**src/hdl/cij_defines.svh**
```systemverilog
// Opcode encodings, reset values and the instruction pointer step for the execution slice.
`ifndef CIJ_DEFINES_SVH
`define CIJ_DEFINES_SVH

// Opcodes handled by this slice.
`define CIJ_OPC_IN_DIR   8'h08
`define CIJ_OPC_IN_IND   8'h0C
`define CIJ_OPC_CPL_DIR 8'h88
`define CIJ_OPC_CPL_A 8'h8A
`define CIJ_OPC_CPL_R 8'h8B
`define CIJ_OPC_CPL_IND 8'h8C
`define CIJ_OPC_CPL_IMM 8'h8E
`define CIJ_OPC_JUMP_DIR 8'h20
`define CIJ_OPC_JUMP_R 8'h23
`define CIJ_OPC_JUMPNZ_DIR 8'h28
`define CIJ_OPC_JUMPNZ_R 8'h2B
`define CIJ_OPC_JUMPZ_DIR 8'h30
`define CIJ_OPC_JUMPZ_R 8'h33
`define CIJ_OPC_LOAD_DIR 8'h40
`define CIJ_OPC_LOAD_A 8'h42
`define CIJ_OPC_LOAD_R 8'h43

// Register values after reset.
`define CIJ_RST_IPTR 8'h00
`define CIJ_RST_ACC 8'h00
`define CIJ_RST_PTR 8'h00

// Instruction pointer step.
`define CIJ_IPTR_STEP 8'h01

`endif

```
**src/hdl/cij_pkg.sv**
```systemverilog
// Types shared by the execution slice: states, decoded ops and carriers.
`default_nettype none
package cij_pkg;

  // Micro-step sequence; the fetch step comes first so a zeroed state is a fetch.
  typedef enum logic [3:0] {
    ST_F1, ST_F2, ST_F3, ST_ADDR_LD, ST_ADDR_CAP, ST_OR_LD,
    ST_OP_LD, ST_OP_CAP, ST_WB, ST_REG, ST_REG2
  } cij_state_e;

  // Instruction identity after decode.
  typedef enum logic [4:0] {
    OP_UNK, OP_IN_DIR, OP_IN_IND, OP_CPL_DIR, OP_CPL_A, OP_CPL_R, OP_CPL_IND,
    OP_CPL_IMM, OP_JUMP_DIR, OP_JUMP_R, OP_JUMPNZ_DIR, OP_JUMPNZ_R, OP_JUMPZ_DIR,
    OP_JUMPZ_R, OP_LOAD_DIR, OP_LOAD_A, OP_LOAD_R
  } cij_op_e;

  // Where the operand byte comes from.
  typedef enum logic [1:0] {OPR_NONE, OPR_IMM, OPR_DIR, OPR_IND} cij_oper_e;

  // Branch condition on the zero flag.
  typedef enum logic [1:0] {CND_ALWAYS, CND_NZ, CND_Z} cij_cond_e;

  // Decoder output.
  typedef struct packed {
    cij_op_e   op;
    cij_oper_e oper;
    logic      port;
    logic      invert;
    logic      jump;
    cij_cond_e cond;
  } cij_decode_s;

  // Read bus towards memory and ports.
  typedef struct packed {
    logic [7:0] addr;
    logic       mem_rd;
    logic       port_rd;
  } cij_rd_bus_s;

  // Whole state of the execution slice.
  typedef struct packed {
    cij_state_e  st;
    cij_decode_s dec;
    logic [7:0] iptr;
    logic [7:0] addr_lat;
    logic [7:0] data_lat;
    logic [7:0]  opl;
    logic [7:0]  acc;
    logic [7:0]  ptr;
    logic        mem_rd;
    logic        port_rd;
    logic        done;
    logic        unk;
  } cij_state_s;

endpackage
`default_nettype wire

```
**src/hdl/cij_exec.sv**
```systemverilog
// Microsequenced execution of port input, invert, jump and accumulator load instructions.
`default_nettype none
`include "cij_defines.svh"
// Contract
// RULE_01: Opcode fetch takes three cycles, counted in totals.
// RULE_02: Operand fetch reads at pointer, strobes, increments pointer (a jump's operand fetch here skips the increment).
// RULE_03: Direct address goes operand latch, address latch, memory.
// RULE_04: Port read uses port strobe, data to accumulator.
// RULE_05: Indirect port input, seven cycles, pointer plus one.
// RULE_06: Direct invert, nine cycles, pointer plus two.
// RULE_07: Invert accumulator, four cycles.
// RULE_08: Invert pointer register into both registers, five cycles.
// RULE_09: Indirect invert from memory, seven cycles.
// RULE_10: Immediate invert, six cycles, pointer plus two.
// RULE_11: Direct jump loads fetched address, six cycles.
// RULE_12: Register jump copies pointer register, four cycles.
// RULE_13: Jump if not zero direct: six taken, four skipped.
// RULE_14: Register jump if not zero, four cycles.
// RULE_15: Jump if zero direct: six taken, four skipped.
// RULE_16: Register jump if zero, four cycles.
// RULE_17: Direct accumulator load, nine cycles.
// RULE_18: Load accumulator from itself changes nothing else.
// RULE_19: Load accumulator from pointer register, four cycles.
// RULE_20: Direct port input, nine cycles, pointer plus two.
// RULE_21: Zero flag is never written here.
// RULE_22: Memory and ports give data while strobed.
// RULE_23: Instruction pointer wraps modulo 256.
module cij_exec (
  input wire logic i_clock,
  input wire logic i_rst_b,
  input wire logic i_enable,
  input wire logic [7:0] i_mem_data,
  input wire logic [7:0] i_port_data,
  input wire logic i_zero_flag,
  input wire logic i_ptr_wr,
  input wire logic [7:0] i_ptr_wdata,
  output cij_pkg::cij_rd_bus_s o_rd_bus,
  output logic [7:0] o_instruction_pointer,
  output logic [7:0] o_acc,
  output logic [7:0] o_ptr,
  output logic o_instr_done,
  output logic o_unknown_op
);
  import cij_pkg::*;

  cij_state_s s_q;
  cij_state_s s_d;
  cij_decode_s dec_now;
  cij_decode_s dec_use;
  logic [7:0] alu_b;
  logic alu_inv;
  logic [7:0] alu_f;

  // Advances the instruction pointer; an 8-bit sum wraps from 8'hFF to 8'h00.
  function automatic logic [7:0] iptr_inc(input logic [7:0] cur);
    iptr_inc = cur + `CIJ_IPTR_STEP;  // RULE_23
  endfunction

  // Tells whether a branch condition holds for the current zero flag.
  function automatic logic cond_met(input cij_cond_e c, input logic z);
    case (c)
      CND_NZ: cond_met = !z;
      CND_Z: cond_met = z;
      default: cond_met = 1'b1;
    endcase
  endfunction

  // Decodes the opcode byte held in the data latch during the last fetch step.
  cij_op_decode u_dec (
    .i_opcode(s_q.data_lat),
    .o_dec(dec_now)
  );

  // The decode is taken live in the last fetch step and from the state afterwards.
  assign dec_use = (s_q.st == ST_F3) ? dec_now : s_q.dec;

  // Register forms feed the function unit from a register, all others from the data latch.
  always_comb begin
    alu_b = s_q.data_lat;
    alu_inv = s_q.dec.invert;
    if (s_q.st == ST_REG) begin
      if (s_q.dec.op == OP_CPL_R) begin
        alu_b = s_q.ptr;
      end else begin
        alu_b = s_q.acc;
      end
    end
  end

  cij_alu u_alu (
    .i_b(alu_b),
    .i_invert(alu_inv),
    .o_f(alu_f)
  );

  // Next-state logic for every micro-step.
  always_comb begin
    s_d = s_q;
    s_d.done = 1'b0;
    s_d.unk = 1'b0;
    // Neighbouring logic may load the pointer register; this slice's own write wins.
    if (i_ptr_wr) begin
      s_d.ptr = i_ptr_wdata;
    end
    case (s_q.st)
      ST_F1: begin
        s_d.addr_lat = s_q.iptr;  // RULE_01
        s_d.mem_rd = 1'b1;
        s_d.port_rd = 1'b0;
        s_d.st = ST_F2;
      end
      ST_F2: begin
        s_d.data_lat = i_mem_data;  // RULE_22
        s_d.iptr = iptr_inc(s_q.iptr);  // RULE_01
        s_d.st = ST_F3;
      end
      ST_F3: begin
        s_d.mem_rd = 1'b0;
        s_d.dec = dec_use;
        s_d.unk = (dec_now.op == OP_UNK);
        // A skipped conditional jump only steps past its operand byte.
        if ((dec_now.oper == OPR_IMM || dec_now.oper == OPR_DIR) &&
            (!dec_now.jump || cond_met(dec_now.cond, i_zero_flag))) begin  // RULE_13 RULE_15 RULE_21
          s_d.st = ST_ADDR_LD;
        end else if (dec_now.oper == OPR_IND) begin
          s_d.st = ST_OR_LD;
        end else begin
          s_d.st = ST_REG;
        end
      end
      ST_ADDR_LD: begin
        s_d.addr_lat = s_q.iptr;  // RULE_02
        s_d.mem_rd = 1'b1;
        s_d.st = ST_ADDR_CAP;
      end
      ST_ADDR_CAP: begin
        s_d.data_lat = i_mem_data;  // RULE_02 RULE_22
        // A jump overwrites the pointer anyway, so it skips the increment.
        if (!s_q.dec.jump) begin
          s_d.iptr = iptr_inc(s_q.iptr);  // RULE_02
        end
        if (s_q.dec.oper == OPR_DIR && !s_q.dec.jump) begin
          s_d.st = ST_OR_LD;
        end else begin
          s_d.mem_rd = 1'b0;
          s_d.st = ST_WB;
        end
      end
      ST_OR_LD: begin
        s_d.mem_rd = 1'b0;
        if (s_q.dec.oper == OPR_IND) begin
          s_d.opl = s_q.ptr;  // RULE_05 RULE_09
        end else begin
          s_d.opl = s_q.data_lat;  // RULE_03
        end
        s_d.st = ST_OP_LD;
      end
      ST_OP_LD: begin
        s_d.addr_lat = s_q.opl;  // RULE_03
        s_d.mem_rd = !s_q.dec.port;  // RULE_04
        s_d.port_rd = s_q.dec.port;  // RULE_04
        s_d.st = ST_OP_CAP;
      end
      ST_OP_CAP: begin
        if (s_q.dec.port) begin
          s_d.data_lat = i_port_data;  // RULE_04 RULE_22
        end else begin
          s_d.data_lat = i_mem_data;  // RULE_03 RULE_22
        end
        s_d.st = ST_WB;
      end
      ST_WB: begin
        s_d.mem_rd = 1'b0;
        s_d.port_rd = 1'b0;
        if (s_q.dec.jump) begin
          s_d.iptr = s_q.data_lat;  // RULE_11 RULE_13 RULE_15
        end else begin
          s_d.acc = alu_f;  // RULE_04 RULE_06 RULE_10 RULE_17 RULE_20
        end
        s_d.done = 1'b1;
        s_d.st = ST_F1;
      end
      ST_REG: begin
        s_d.st = ST_F1;
        s_d.done = 1'b1;
        case (s_q.dec.op)
          OP_CPL_A: s_d.acc = alu_f;  // RULE_07
          OP_CPL_R: begin
            s_d.acc = alu_f;  // RULE_08
            s_d.st = ST_REG2;
            s_d.done = 1'b0;
          end
          OP_JUMP_R, OP_JUMPNZ_R, OP_JUMPZ_R: begin
            if (cond_met(s_q.dec.cond, i_zero_flag)) begin
              s_d.iptr = s_q.ptr;  // RULE_12 RULE_14 RULE_16
            end
          end
          OP_JUMPNZ_DIR, OP_JUMPZ_DIR: s_d.iptr = iptr_inc(s_q.iptr);  // RULE_13 RULE_15
          OP_LOAD_R: s_d.acc = s_q.ptr;  // RULE_19
          default: s_d.st = ST_F1;  // RULE_18
        endcase
      end
      ST_REG2: begin
        s_d.ptr = s_q.acc;  // RULE_08
        s_d.done = 1'b1;
        s_d.st = ST_F1;
      end
      default: s_d.st = ST_F1;
    endcase
  end

  // State register; the enable freezes every bit while low.
  always_ff @(posedge i_clock or negedge i_rst_b) begin
    if (!i_rst_b) begin
      s_q <= '0;
      s_q.iptr <= `CIJ_RST_IPTR;
      s_q.acc <= `CIJ_RST_ACC;
      s_q.ptr <= `CIJ_RST_PTR;
    end else if (i_enable) begin
      s_q <= s_d;
    end
  end

  // Outputs are taken directly from state flip-flops.
  assign o_rd_bus = '{s_q.addr_lat, s_q.mem_rd, s_q.port_rd};
  assign o_instruction_pointer = s_q.iptr;
  assign o_acc = s_q.acc;
  assign o_ptr = s_q.ptr;
  assign o_instr_done = s_q.done;
  assign o_unknown_op = s_q.unk;
endmodule
`default_nettype wire

```
**src/hdl/cij_alu.sv**
```systemverilog
// Complement-or-pass function unit used by the invert and load paths.
`default_nettype none
module cij_alu (
  input wire logic [7:0] i_b,
  input wire logic i_invert,
  output logic [7:0] o_f
);
  // The result is the operand itself or its bitwise complement.
  always_comb begin
    if (i_invert) begin
      o_f = ~i_b;
    end else begin
      o_f = i_b;
    end
  end
endmodule
`default_nettype wire

```
**src/hdl/cij_op_decode.sv**
```systemverilog
// Opcode decoder for the port input, invert, jump and accumulator load group.
`default_nettype none
`include "cij_defines.svh"
module cij_op_decode (
  input wire logic [7:0] i_opcode,
  output cij_pkg::cij_decode_s o_dec
);
  import cij_pkg::*;

  // Fields: op, operand source, port access, complement, jump, condition.
  always_comb begin
    case (i_opcode)
      `CIJ_OPC_IN_DIR:  o_dec = '{OP_IN_DIR, OPR_DIR, 1'b1, 1'b0, 1'b0, CND_ALWAYS};  // RULE_20
      `CIJ_OPC_IN_IND:  o_dec = '{OP_IN_IND, OPR_IND, 1'b1, 1'b0, 1'b0, CND_ALWAYS};  // RULE_05
      `CIJ_OPC_CPL_DIR: o_dec = '{OP_CPL_DIR, OPR_DIR, 1'b0, 1'b1, 1'b0, CND_ALWAYS}; // RULE_06
      `CIJ_OPC_CPL_A: o_dec = '{OP_CPL_A, OPR_NONE, 1'b0, 1'b1, 1'b0, CND_ALWAYS}; // RULE_07
      `CIJ_OPC_CPL_R: o_dec = '{OP_CPL_R, OPR_NONE, 1'b0, 1'b1, 1'b0, CND_ALWAYS}; // RULE_08
      `CIJ_OPC_CPL_IND: o_dec = '{OP_CPL_IND, OPR_IND, 1'b0, 1'b1, 1'b0, CND_ALWAYS}; // RULE_09
      `CIJ_OPC_CPL_IMM: o_dec = '{OP_CPL_IMM, OPR_IMM, 1'b0, 1'b1, 1'b0, CND_ALWAYS}; // RULE_10
      `CIJ_OPC_JUMP_DIR: o_dec = '{OP_JUMP_DIR, OPR_DIR, 1'b0, 1'b0, 1'b1, CND_ALWAYS}; // RULE_11
      `CIJ_OPC_JUMP_R: o_dec = '{OP_JUMP_R, OPR_NONE, 1'b0, 1'b0, 1'b1, CND_ALWAYS}; // RULE_12
      `CIJ_OPC_JUMPNZ_DIR: o_dec = '{OP_JUMPNZ_DIR, OPR_DIR, 1'b0, 1'b0, 1'b1, CND_NZ}; // RULE_13
      `CIJ_OPC_JUMPNZ_R: o_dec = '{OP_JUMPNZ_R, OPR_NONE, 1'b0, 1'b0, 1'b1, CND_NZ}; // RULE_14
      `CIJ_OPC_JUMPZ_DIR: o_dec = '{OP_JUMPZ_DIR, OPR_DIR, 1'b0, 1'b0, 1'b1, CND_Z}; // RULE_15
      `CIJ_OPC_JUMPZ_R: o_dec = '{OP_JUMPZ_R, OPR_NONE, 1'b0, 1'b0, 1'b1, CND_Z}; // RULE_16
      `CIJ_OPC_LOAD_DIR: o_dec = '{OP_LOAD_DIR, OPR_DIR, 1'b0, 1'b0, 1'b0, CND_ALWAYS}; // RULE_17
      `CIJ_OPC_LOAD_A: o_dec = '{OP_LOAD_A, OPR_NONE, 1'b0, 1'b0, 1'b0, CND_ALWAYS}; // RULE_18
      `CIJ_OPC_LOAD_R: o_dec = '{OP_LOAD_R, OPR_NONE, 1'b0, 1'b0, 1'b0, CND_ALWAYS}; // RULE_19
      default:          o_dec = '{OP_UNK, OPR_NONE, 1'b0, 1'b0, 1'b0, CND_ALWAYS};
    endcase
  end
endmodule
`default_nettype wire

```
**config.mk**
```make
export PLATFORM = sky130hd
export DESIGN_NAME = cij_exec
export DESIGN_NICKNAME = d
export VERILOG_FILES = /design/src/hdl/cij_pkg.sv /design/src/hdl/cij_exec.sv /design/src/hdl/cij_alu.sv /design/src/hdl/cij_op_decode.sv
export VERILOG_INCLUDE_DIRS = /design/src /design/src/hdl
export SDC_FILE = /design/constraint.sdc
export NUM_CORES = 1
export LEC_CHECK = 0
export BUFFER_PORTS_ARGS = -buffer_cell sky130_fd_sc_hd__buf_2
export CORE_MARGIN = 8
export CORE_UTILIZATION = 45
export CTS_CLUSTER_DIAMETER = 100
export DETAILED_ROUTE_END_ITERATION = 7
export PLACE_DENSITY = 0.72
export SLEW_MARGIN = 20
export SYNTH_ARGS = -nofsm -noshare
export SYNTH_HDL_FRONTEND = slang
export SYNTH_SLANG_ARGS = --single-unit
```
**constraint.sdc**
```tcl
create_clock -name i_clock -period 2.55 [get_ports i_clock]
set_input_delay 0.51 -clock i_clock [delete_from_list [all_inputs] [get_ports i_clock]]
set_output_delay 0.51 -clock i_clock [all_outputs]
set_load 0.02 [all_outputs]
```
# After elaboration in Yosys (flattened, before gate mapping)
# Cells that the tools add are included.
# word_totals
latchBits	0
wordCells	137
ramBits	0
in_bits	29
n_memories	0
romBits	0
output_inout_bits	36
regBits	68
# op_classes
n_addsub	1
n_bitwise	1
div_mod_pow	0
order_cmp	0
n_mul	0
reduce_logical	34
n_shift	0
mux	34
eq_ne	50
# ops
operator	count
$pmux 12 s16	1
$mux 8	11
$pmux 8 s2	5
$eq 8x6->1 const B	6
$eq 8x8->1 const B	5
$pmux 4 s9	1
$pmux 8 s4	1
$eq 5x4->1 const B	5
$eq 8x7->1 const B	3
$eq 4x3->1 const B	4
$eq 8x4->1 const B	2
$mux 4	4
$eq 2x2->1 const B	6
$eq 4x4->1 const B	3
$reduce_and 2->1	6
$reduce_or 2->1	6
$eq 5x3->1 const B	2
$reduce_bool 2->1	5
$add 8x1->8 const B	1
$eq 4x2->1 const B	2
$ne 2x2->1 const B	4
$not 8->8	1
$pmux 1 s2	4
$reduce_bool 4->1	2
17 further kinds	30

# Longest topological paths before layout
# depth
ltp_word	9
mapped_depth	10

# Hierarchy
# A second synthesis with hierarchy kept.
# unflattened
hier_cells	496
area_unflattened_um2	4459.3
# modules_own_cells
mod	instances	area_per_inst_um2	cells_per_inst
cij_exec	1	4058.9	441
cij_op_decode	1	319.1	46
cij_alu	1	81.3	9

# Worst setup path before layout
# Ideal clock, no wire load.
# synth_path
path_type	register -> register
from	reg s_q[34] in the netlist's numbering
to	reg s_q[65] in the netlist's numbering
slack_ps	462
arrival_ps	1950
setup_time_ps	138
synth_period_minus_slack_ps	2088
stages_incl_launch_ff	8
t_required_ps	2412
n_path_buf	1
path_cell_list	dfrtp_1 > clkbuf_1 > nor2b_1 > o2111ai_1 > ha_1 > mux2_2 > o41ai_1 > o21ai_0
# synth_between
elab_chain_len	9
word_cells_on_any_way	29
cone_classes	eq/ne (20); mux (5); reduce/logical (4)
# synth_lines
item	line_no	rtl
start, declared	cij_exec.sv:46	cij_state_s s_q;
$eq 8x7->1 (tied with other cells)	cij_op_decode.sv:12	case (i_opcode)
$pmux 12 s16 *	cij_op_decode.sv:12	
$eq 2x2->1 or $eq 2x1->1 (tied branches)	cij_exec.sv:61	case (c)
$pmux 1 s2	cij_exec.sv:61	
$mux 1	cij_exec.sv:105	case (s_q.st)
$logic_or 1x1->1	cij_exec.sv:123	(!dec_now.jump || cond_met(dec_now.cond, i_zero_flag))) begin
$logic_and 1x1->1 *	cij_exec.sv:122	if ((dec_now.oper == OPR_IMM || dec_now.oper == OPR_DIR) &&
$mux 4 *	cij_exec.sv:122	
$pmux 4 s9 *	cij_exec.sv:105	
# Every way passes the cells marked *; elsewhere a longest branch is shown, timed or not. The select of a mux whose other input is x is not followed.
# A chain may end at the register's enable or synchronous reset.

# Final worst setup path
# Same ends and word-level chain as after synthesis.

==> impl_metrics.toml <==
[grt]
grt_antenna_before_repair = 0
grt_pass1_vias = 4071
grt_max_degree = 25
grt_pass1_wl_um = 20800
overflow = 0
grt_usage = 0.194

[setup_path]
critPathKind = "reg2reg"
cp_cell_sequence = "nor2b_1 -> o2111ai_1 -> ha_1 -> mux2_2 -> o41ai_1 -> o21ai_0"
arrival_ns = 2.55
slowest_delay_ns = 0.53
cp-end-kind = "flip-flop"
crit_family = "compound AO/OA/AOI/OAI gates"
crit_required_ns = 2.76
cp_slowest_cell = "dfrtp_1"
start_kind = "flip-flop"
cp_max_fo = 11
crit_buf_inv = 0

[timing]
hold_violations = 0
max-slew-margin-rel = 0.576
drv_slew = 0
min_period_ns = 2.35
post-route-period-util = 0.921
tns_ns = 0
fmax_mhz = 426
setup-violations-final = 0
tightest_slew_ns = 0.635
skew_ns = 0.0117
rsz0062_at_grt = "no"

[routing]
vias = 4127
drc = 0
ant_nets = 0
drtIter0Drc = 339
wl_um = 12700
viasPerCell = 5.90
wl_per_cell_um = 18.1
firstDrtPassIters = 5

[run]
drv_cap = 0

[power]
power_w = 0.00603
peakVddDrop_v = 0.000481
p_per_area_nw_per_um2 = 1200
power_leakage_nw = 2.26

[final_layout]
final_util = 0.513
n_antenna_cell = 0
final_common_cell = "dfrtp_1"
area_growth_syn_to_layout_pct = 11.1
nets = 597
drive_gt1_frac = 0.226
nFillCells = 954
finalInstanceArea_um2 = 5020
fin_cells = 699
final_cell_mix = "dfrtp_1, buf_2, a21oi_1"

[floorplan]
ioPinCount = 65
initial_core_util = 0.462
fp.dieArea_um2 = 13500
die_x_um = 116
core_area_um2 = 9770
die_height_um = 116
rows = 36

[synthesis]
synth.top_cell.area_share = 0.377
synth_seq_cells = 68
yosys_warnings = 0
async_flop_share = 1.00
ys_types = 65
yosysSeqAreaShare = 0.377
yosys.area.top_type = "dfrtp_1"
synth-edff-count = 0
synth.area.top_cells = "dfrtp_1, a21oi_1, buf_4"
synth-main-ff-cell = "dfrtp_1"
syn_nets = 559
syn_area_um2 = 4510
synthCells = 523
syn_avg_cell_area_um2 = 8.63

[worst_hold_path]
hold_path_class = "in2async"

[clocking]
clk_latency_ns = 0.35
cts_made_buffers = 9
clk_path_buf_depth = 2
cts_sinks = 68
cts_resized = 0
post_cts_buffers = 0
hold_buffers = 0
cts.clk_slew.worst_paths_ns = 0.09
cts_root_buf = "clkbuf_8"
htree_num_levels = 3
cts_tree = "yes"

[run_status]
status = "completed"

[placed_design]
dpl.cell_count = 683
portBuffers = 64
dpl-instance-area_um2 = 4830
detailed_place_hpwl_um = 9400
gp_congestion = 0.940
-- where the power goes --
group	switching (W)	internal (W)
sequential	0.000651	0.00155
clock	0.000482	0.000368
combinational	0.00176	0.00122
-- per-layer routing --
| metal | vias to the layer above | wire length, µm | track usage |
|---|---|---|---|
| met1 | 1965 | 5550 | 0.255 |
| met4 | 0 | 284 | 0.0778 |
| met2 | 194 | 5840 | 0.314 |
| met5 | - | 0 | 0 |
| li1 | 1944 | - | - |
| met3 | 24 | 1010 | 0.0295 |
-- layout make-up --
type / instances / area [µm²] / area share
multi-input cells: 371 / 2340 / 0.467
flip-flops and latches: 68 / 1700 / 0.339
repair buffers: 97 / 568 / 0.113
well taps: 133 / 166 / 0.0332
clock buffers: 9 / 124 / 0.0247
clock inverters: 7 / 60.1 / 0.0120
inverters: 14 / 52.6 / 0.0105
-- cell usage after synthesis (3+ instances only) --
cell type	number
a21oi_1	61
a221oi_1	4
a22o_1	3
a22oi_1	4
a31oi_1	12
and3_1	12
buf_1	4
buf_2	9
buf_4	34
clkbuf_1	21
dfrtp_1	68
ha_1	7
inv_1	13
mux2_2	4
mux2i_1	24
nand2_1	27
nand2b_1	4
nand3_1	8
nand3b_1	3
nand4_1	3
nor2_1	56
nor2b_1	5
nor3_1	8
nor3b_1	8
o2111ai_1	3
o21ai_0	31
o21ai_1	8
o22ai_1	10
o31ai_1	9
o32a_1	3
xnor2_1	11
-- metrics by stage --
| stage | hold slack, ns | worst slack (ns) |
|---|---|---|
| after global routing | 0.135 | 0.0680 |
| after CTS | 0.107 | 0.236 |
| after global placement | 0.470 | 0.374 |
| after floorplan | 0.214 | 0.462 |
| final | 0.102 | 0.202 |
| after detailed placement | 0.473 | 0.288 |
-- final timing paths --
path / to / slack [ns] / from / depth (start not counted)
min in group i_clock: s_q[32] / 0.46 / i_port_data[4] / 3
worst max register to register: s_q[65] / 0.20 / s_q[34] / 6
worst min-delay path: o_acc[5] / 0.10 / i_rst_b / 1
worst min register to register: o_rd_bus[1] / 0.48 / o_rd_bus[1] / 2
worst max-delay path: s_q[65] / 0.20 / s_q[34] / 6
max in group asynchronous: o_rd_bus[0] / 1.72 / i_rst_b / 2
-- flip-flops by register name, summed over array words and instances (netlist names) --
| signal | flops |
|---|---|
| alu_inv | 1 |
| o_unknown_op | 1 |
| o_ptr | 8 |
| o_rd_bus | 10 |
| o_acc | 8 |
| o_instr_done | 1 |
| s_q | 31 |
| o_instruction_pointer | 8 |
-- kinds of logic after synthesis --
family / share of synthesized area
AOI/OAI and AO/OA: 0.232
and+or+nand+nor: 0.179
buffers and inverters: 0.104
DFF: 0.377
muxes: 0.0657
xor gates and xnor gates: 0.0233
adders and majority gates: 0.0194
Power figures use the tool's default switching activity.
